`config.mk`:
```
export PLATFORM = sky130hd
export DESIGN_NAME = pwm_duty_period_generator
export DESIGN_NICKNAME = d
export VERILOG_FILES = /design/src/hw/pwm_pkg.sv /design/src/hw/pwm_duty_period_generator.sv
export VERILOG_INCLUDE_DIRS = /design/src /design/src/hw
export SDC_FILE = /design/constraint.sdc
export NUM_CORES = 1
export LEC_CHECK = 0
export ABC_AREA = 1
export BUFFER_PORTS_ARGS = -buffer_cell sky130_fd_sc_hd__clkbuf_2
export CORE_UTILIZATION = 51
export CTS_BUF_LIST = sky130_fd_sc_hd__clkbuf_2 sky130_fd_sc_hd__clkbuf_4 sky130_fd_sc_hd__clkbuf_8
export CTS_CLUSTER_SIZE = 16
export DETAILED_ROUTE_END_ITERATION = 7
export PLACE_DENSITY = 0.85
export SLEW_MARGIN = 20
export SYNTH_ARGS = -nofsm -noshare
export SYNTH_HDL_FRONTEND = slang
export SYNTH_SLANG_ARGS = --single-unit
```
`constraint.sdc`:
```
create_clock -name pclk -period 1.6 [get_ports pclk]
set_input_delay 0.24 -clock pclk [delete_from_list [all_inputs] [get_ports pclk]]
set_output_delay 0.24 -clock pclk [all_outputs]
set_load 0.05 [all_outputs]
```
`src/hw/pwm_defines.svh`:
```
// register offsets, field positions, reset values and timing constants of the pwm block
`ifndef PWM_DEFINES_SVH
`define PWM_DEFINES_SVH
`define PWM_PERIOD_REG_OFS 12'h000
`define PWM_TIMER_CTRL_OFS 12'h004
`define PWM_DUTY_UPPER_OFS 12'h008
`define PWM_CAPTURE_CTRL_OFS 12'h00C
`define PWM_DUTY_SHADOW_OFS 12'h010
`define PWM_TIMER_COUNT_OFS 12'h014
`define PWM_STATUS_OFS 12'h018
`define PWM_PERIOD_RST 8'hFF
`define PWM_TIMER_CTRL_RST 3'h0
`define PWM_DUTY_UPPER_RST 8'h00
`define PWM_CAPTURE_CTRL_RST 6'h00
`define PWM_TIMER_ON_BIT 2
`define PWM_PRESCALE_LSB 0
`define PWM_PRESCALE_MSB 1
`define PWM_MODE_LSB 0
`define PWM_MODE_MSB 3
`define PWM_DUTY_LOW_LSB 4
`define PWM_DUTY_LOW_MSB 5
`define PWM_MODE_PWM 4'hC
`define PWM_PHASE_STEPS 2'h3
`endif

```
`src/hw/pwm_pkg.sv`:
```
// types shared by the pwm block
package pwm_pkg;
  typedef enum logic [1:0] {prescale_1, prescale_4, prescale_16, prescale_16b} prescale_type;
  typedef struct packed {
    logic       timer_on;
    logic [1:0] prescale;
  } timer_ctrl_type;
  typedef struct packed {
    logic [1:0] duty_low_bits;
    logic [3:0] mode;
  } capture_ctrl_type;
endpackage

```
`src/hw/pwm_duty_period_generator.sv`:
```
// pwm output stage with period timer, prescaler, double-buffered duty and apb registers
`include "pwm_defines.svh"
`timescale 1ns/1ps
`default_nettype none
module pwm_duty_period_generator
(
  input wire logic pclk,
  input wire logic presetn,
  input wire logic psel,
  input wire logic penable,
  input wire logic pwrite,
  input wire logic [11:0] paddr,
  input wire logic [31:0] pwdata,
  input wire logic [3:0] pstrb,
  output logic [31:0] prdata,
  output logic pready,
  output logic pslverr,
  input wire logic port_data_latch,
  output logic pwm_output_pin,
  output logic pwm_owns_pin
);

  logic [7:0] period_register;
  pwm_pkg::timer_ctrl_type timer2_control;
  logic [7:0] duty_upper_register;
  pwm_pkg::capture_ctrl_type capture_pwm_control;
  logic [7:0] duty_shadow_register;
  logic [1:0] duty_shadow_low;
  logic [7:0] timer2_count;
  logic [3:0] prescale_count;
  logic [1:0] osc_phase;
  logic pwm_level;
  logic pwm_active;
  logic inc_tick;
  logic [1:0] low_bits;
  logic [9:0] time_base;
  logic [9:0] duty_pending;
  logic [9:0] duty_active;
  logic [3:0] prescale_last;
  logic period_end;
  logic base_step;
  logic wr_access;
  logic rd_access;
  logic addr_mapped;
  logic [31:0] next_prdata;

  assign pwm_active = (capture_pwm_control.mode == `PWM_MODE_PWM);
  // software-written duty value and the buffered copy used for comparison
  assign duty_pending = {duty_upper_register, capture_pwm_control.duty_low_bits};
  assign duty_active = {duty_shadow_register, duty_shadow_low};

  // terminal count of the prescaler per ratio
  always_comb
  begin
    case (pwm_pkg::prescale_type'(timer2_control.prescale))
      pwm_pkg::prescale_1: prescale_last = 4'h0;
      pwm_pkg::prescale_4: prescale_last = 4'h3;
      default: prescale_last = 4'hF;
    endcase
  end

  // two fine bits: osc phase at 1:1, prescaler bits 1:0 at 1:4, prescaler top bits 3:2 at 1:16
  always_comb
  begin
    case (pwm_pkg::prescale_type'(timer2_control.prescale))
      pwm_pkg::prescale_1: low_bits = osc_phase;
      pwm_pkg::prescale_4: low_bits = prescale_count[1:0];
      default: low_bits = prescale_count[3:2];
    endcase
  end

  assign time_base = {timer2_count, low_bits};
  // timer advances once per four osc phases times prescale
  assign inc_tick = timer2_control.timer_on && (osc_phase == `PWM_PHASE_STEPS) &&
                    (prescale_count == prescale_last);
  assign period_end = inc_tick && (timer2_count == period_register);
  // the fine time base steps every pclk at 1:1, otherwise when the prescaler bits used as low_bits step
  assign base_step = timer2_control.timer_on && ((timer2_control.prescale == 2'h0) ||
                     ((osc_phase == `PWM_PHASE_STEPS) &&
                      ((timer2_control.prescale == 2'h1) || (prescale_count[1:0] == 2'h3))));

  // oscillator phase counter, runs only while timer_on is set
  always_ff @(posedge pclk or negedge presetn)
  begin
    if (!presetn)
      osc_phase <= 2'h0;
    else if (timer2_control.timer_on)
      osc_phase <= osc_phase + 2'h1;
  end

  // prescaler counts whole osc quadruples
  always_ff @(posedge pclk or negedge presetn)
  begin
    if (!presetn)
      prescale_count <= 4'h0;
    else if (timer2_control.timer_on && osc_phase == `PWM_PHASE_STEPS)
    begin
      if (prescale_count == prescale_last)
        prescale_count <= 4'h0;
      else
        prescale_count <= prescale_count + 4'h1;
    end
  end

  // period timer; cleared after matching the period register
  always_ff @(posedge pclk or negedge presetn)
  begin
    if (!presetn)
      timer2_count <= 8'h00;
    else if (period_end)
      timer2_count <= 8'h00;
    else if (inc_tick)
      timer2_count <= timer2_count + 8'h01;
  end

  // shadow duty loads only at period end, never from the bus in pwm mode
  always_ff @(posedge pclk or negedge presetn)
  begin
    if (!presetn)
    begin
      duty_shadow_register <= 8'h00;
      duty_shadow_low <= 2'h0;
    end
    else if (period_end)
    begin
      duty_shadow_register <= duty_upper_register;
      duty_shadow_low <= capture_pwm_control.duty_low_bits;
    end
    else if (wr_access && !pwm_active && paddr == `PWM_DUTY_SHADOW_OFS && pstrb[0])
      duty_shadow_register <= pwdata[7:0];
  end

  // waveform: set at period start unless the duty is zero, cleared on duty match
  always_ff @(posedge pclk or negedge presetn)
  begin
    if (!presetn)
      pwm_level <= 1'b0;
    else if (!pwm_active)
      pwm_level <= 1'b0;
    else if (period_end)
      pwm_level <= (duty_pending != 10'h000);
    else if (base_step && duty_active != 10'h000 && time_base == duty_active - 10'h001)
      pwm_level <= 1'b0;
  end

  // ownership flag: pwm owns the pin only while the mode field equals PWM_MODE_PWM
  always_ff @(posedge pclk or negedge presetn)
  begin
    if (!presetn)
      pwm_owns_pin <= 1'b0;
    else
      pwm_owns_pin <= pwm_active;
  end

  // pin mux: waveform while pwm owns the pin, port latch otherwise
  always_ff @(posedge pclk or negedge presetn)
  begin
    if (!presetn)
      pwm_output_pin <= 1'b0;
    else if (pwm_active)
      pwm_output_pin <= pwm_level;
    else
      pwm_output_pin <= port_data_latch;
  end

  // apb decode
  assign wr_access = psel && penable && pwrite;
  assign rd_access = psel && !penable && !pwrite;
  always_comb
  begin
    case (paddr)
      `PWM_PERIOD_REG_OFS, `PWM_TIMER_CTRL_OFS, `PWM_DUTY_UPPER_OFS, `PWM_CAPTURE_CTRL_OFS,
      `PWM_DUTY_SHADOW_OFS, `PWM_TIMER_COUNT_OFS, `PWM_STATUS_OFS: addr_mapped = 1'b1;
      default: addr_mapped = 1'b0;
    endcase
  end

  // period register write
  always_ff @(posedge pclk or negedge presetn)
  begin
    if (!presetn)
      period_register <= `PWM_PERIOD_RST;
    else if (wr_access && pstrb[0] && paddr == `PWM_PERIOD_REG_OFS)
      period_register <= pwdata[7:0];
  end

  // timer control write: run bit and prescale ratio
  always_ff @(posedge pclk or negedge presetn)
  begin
    if (!presetn)
      timer2_control <= `PWM_TIMER_CTRL_RST;
    else if (wr_access && pstrb[0] && paddr == `PWM_TIMER_CTRL_OFS)
      timer2_control <= pwdata[2:0];
  end

  // duty upper bits write, allowed at any time
  always_ff @(posedge pclk or negedge presetn)
  begin
    if (!presetn)
      duty_upper_register <= `PWM_DUTY_UPPER_RST;
    else if (wr_access && pstrb[0] && paddr == `PWM_DUTY_UPPER_OFS)
      duty_upper_register <= pwdata[7:0];
  end

  // control write: mode and duty low bits
  always_ff @(posedge pclk or negedge presetn)
  begin
    if (!presetn)
      capture_pwm_control <= `PWM_CAPTURE_CTRL_RST;
    else if (wr_access && pstrb[0] && paddr == `PWM_CAPTURE_CTRL_OFS)
      capture_pwm_control <= pwdata[5:0];
  end

  // read mux
  always_comb
  begin
    next_prdata = 32'h00000000;
    case (paddr)
      `PWM_PERIOD_REG_OFS: next_prdata[7:0] = period_register;
      `PWM_TIMER_CTRL_OFS: next_prdata[2:0] = timer2_control;
      `PWM_DUTY_UPPER_OFS: next_prdata[7:0] = duty_upper_register;
      `PWM_CAPTURE_CTRL_OFS: next_prdata[5:0] = capture_pwm_control;
      `PWM_DUTY_SHADOW_OFS: next_prdata[9:0] = duty_active;
      `PWM_TIMER_COUNT_OFS: next_prdata[9:0] = time_base;
      `PWM_STATUS_OFS: next_prdata[1:0] = {pwm_active, pwm_level};
      default: next_prdata = 32'h00000000;
    endcase
  end

  // ready: high in the first access cycle, a one-cycle pulse
  always_ff @(posedge pclk or negedge presetn)
  begin
    if (!presetn)
      pready <= 1'b0;
    else
      pready <= psel && !penable;
  end

  // error: unmapped address, in the same cycle as ready
  always_ff @(posedge pclk or negedge presetn)
  begin
    if (!presetn)
      pslverr <= 1'b0;
    else
      pslverr <= psel && !penable && !addr_mapped;
  end

  // read data captured at the setup edge, held until the next read
  always_ff @(posedge pclk or negedge presetn)
  begin
    if (!presetn)
      prdata <= 32'h00000000;
    else if (rd_access)
      prdata <= next_prdata;
  end

endmodule // pwm_duty_period_generator
`default_nettype wire

```
==> flow_summary.json <==
{
  "layout_setup_ws_ps": -109.7,
  "combPwrFrac_pct": 10.3,
  "maxSlewViolCount": 0,
  "die-width_um": 91.34,
  "synth_seq_cells": 64,
  "ys.warnings.count": 0,
  "cts_root_buffer": "clkbuf_8",
  "setup_viol": 16,
  "wl_per_cell_um": 15.80,
  "coreArea_um2": 7727,
  "outcome": "finished with violations",
  "ys_seq_area_share_pct": 39.59,
  "clock-sinks": 64,
  "met1_usage_pct": 37.88,
  "start_kind": "flop",
  "avgSynthCellArea_um2": 7.229,
  "use_met2_pct": 49.12,
  "first_global_vias": 3968,
  "synth_area_um2": 4070,
  "place_congestion": 0.9202,
  "drive_above_1_share_pct": 30.04,
  "io_pins": 90,
  "num_vias": 4230,
  "critical_path_arrival_ps": 1940,
  "vias_per_cell": 5.486,
  "multi_input_area_um2": 2278,
  "skew_ps": 8.613,
  "syn2layout_area_growth_pct": 26.74,
  "dr.pass1.iters": 6,
  "switching_share_pct": 27.75,
  "clockBufferDepth": 2,
  "hold_class": "input pin to flop",
  "max_cap_viol_count": 0,
  "synth_edf_count": 0,
  "clkPwrFrac_pct": 40.9,
  "cts_buffers": 9,
  "cts_tree": "built",
  "drc": 0,
  "num_rows": 32,
  "crit_required_ps": 1830,
  "path_clk_slew_ps": 70,
  "final_hold_viol_count": 0,
  "register_area_um2": 1618,
  "rsz0062_at_grt": "true",
  "finish.utilization_pct": 66.76,
  "internal_power_mw": 2.435,
  "violations": "setup timing",
  "ys_async_sr_fraction_pct": 100.0,
  "wl_um": 12180,
  "tns_ps": -1043,
  "finalInstanceArea_um2": 5159,
  "period_minus_slack_ps": 1710,
  "grt_pass1_wl_um": 18980,
  "cts_max_level": 3,
  "portBuffers": 40,
  "synth_flop_cell": "dfrtp_1",
  "fmax_ghz": 0.5849,
  "p_leak_nw": 2.734,
  "worstSkewPairLatency_ps": 340,
  "powerDensity_nw_per_um2": 653.2,
  "nFillCells": 609,
  "ant_nets": 0,
  "grt_use_total_pct": 29.59,
  "die_h_um": 91.34,
  "use_met3_pct": 4.188,
  "fin_crit_sh_pct": 106.9,
  "critPathKind": "flop to flop",
  "path_max_fanout": 6,
  "placed_area_um2": 4569,
  "synth_cells": 563,
  "power_mw": 3.370,
  "dpl.hpwl_um": 8200,
  "drtIter0Drc": 370,
  "grt.overflow.total": 0,
  "diodes": 0,
  "grt_max_degree": 65,
  "vdd_ir_drop_max_mv": 0.3935,
  "antenna_found_initial": 0,
  "whs_ps": 99.57,
  "initial_core_util_pct": 52.67,
  "synth_cell_type_count": 41,
  "nets": 723,
  "switching_power_uw": 935.2,
  "cp-end-kind": "flop",
  "grt_busiest_layer": "met2",
  "dieArea_um2": 8342,
  "seq_power_share_pct": 48.7
}
==> final timing paths <==
| kind | slack, ps | cells after the start | startpoint | to |
|---|---|---|---|---|
| max | -110 | 9 | timer2_control[1] | duty_shadow_register[1] |
| min | 100 | 2 | penable | pready |
| max reg2reg | -110 | 9 | timer2_control[1] | duty_shadow_register[1] |
| min reg2reg | 490 | 2 | prdata[7] | prdata[7] |
| max in group asynchronous | 810 | 3 | presetn | period_register[3] |
| min in group asynchronous | 450 | 3 | presetn | prdata[6] |
==> cell usage after synthesis (all sizes together), types with 2 or more instances <==
master    n  area [µm²]
a21oi     6       30.03
buf      30       236.5
clkbuf    2       8.750
dfrtp    56        1401
dfstp     8       210.2
ha        5       62.56
inv      64       240.2
nand2   178       693.2
nand3    44       237.7
nand4     6       43.79
nor2     55       255.2
nor3      7       46.30
nor4      5       31.28
o211ai    2       15.01
o21a      2       15.01
o21ai    67       346.6
o22ai     3       18.77
or2       3       18.77
xnor2     4       35.03
xor2     10       87.58
==> state kept, by name (all words and copies together) (netlist names), 3 cells and up <==
signal and count:
capture_pwm_control 6, prdata 10, duty_shadow_register 8, duty_upper_register 8, prescale_count 4, period_register 8, timer2_control 3, timer2_count 8
==> layout by cell type, fill, tap and decap left out, types with 4 or more instances in the layout <==
cell type  synthesis  final
dfrtp_1           56     51
buf_6              5      5
nor2_2             4     11
clkbuf_8           0      9
o21ai_0           46     34
inv_2              2      6
nor3_1             6      4
nor2_1            47     35
dfstp_2            8      8
nand2_1          172    168
xnor2_1            4      4
clkbuf_2           1     40
a21oi_1            6      5
nand3_1           42     40
inv_1             62     58
nand4_1            5      5
buf_4             22     49
o21ai_2            3     15
nand2_2            4      8
o21ai_1           18     17
nor2_4             3      8
conb_1             1     22
dfrtp_2            0      5
xor2_1            10     10
==> metal layers <==
| metal | up-vias | part of all wire [%] | wire length, µm |
|---|---|---|---|
| li1 | 1961 | - | - |
| met1 | 1958 | 40 | 4826 |
| met2 | 262 | 47 | 5775 |
| met3 | 49 | 8.6 | 1052 |
| met4 | 0 | 4.3 | 526 |
| met5 | - | 0 | 0 |
==> cell families after synthesis <==
| family | count (synthesis) | share of synthesized area (%) |
|---|---|---|
| fa+ha+maj | 5 | 1.537 |
| xor+xnor | 14 | 3.012 |
| simple gates | 301 | 33.08 |
| compound gates | 81 | 10.64 |
| other cells | 1 | 0.09213 |
| flops | 64 | 39.59 |
| buf+inv | 97 | 12.05 |
==> critical path, cell delays in order (launching register included) <==
cell and delay (ps):
dfrtp_2 470, nor2_8 170, nand3_2 110, o21ai_4 90
nand3_4 150, nor2_4 140, buf_6 160, nand2_8 80
o21ai_2 150, nand2_1 70
==> timing repair <==
action,CTS,global route
pin swaps,9,11
setup endpoints to repair,12,20
hold endpoints to repair,56,0
setup buffers,14,4
gates resized for setup,28,51
cloned,3,0
hold buffers,1,0
==> power by group through the flow <==
stage / logic [mW] / registers, mW / clock network [mW]
floorplan: 0.218 / 1.73 / 0
global placement: 0.338 / 1.67 / 0
detailed placement: 0.344 / 1.67 / 0
CTS: 0.348 / 1.64 / 1.40
global route: 0.376 / 1.64 / 1.47
finish: 0.349 / 1.64 / 1.38
==> final cells by class <==
class	count	area share, %
Multi-Input combinational cell	426	44.17
Tap cell	102	2.474
Clock inverter	6	1.164
Inverter	65	4.827
Sequential cell	64	31.36
Clock buffer	10	2.547
Timing Repair Buffer	98	13.46
==> per-stage QoR <==
step                      instances  setup WS, ps
final                           771        -109.7
after global routing            771        -174.6
after CTS                       767        -28.92
after detailed placement        734        -100.5
after global placement          734        -49.06
after floorplan                 584         70.59
Power figures use the tool's default switching activity.
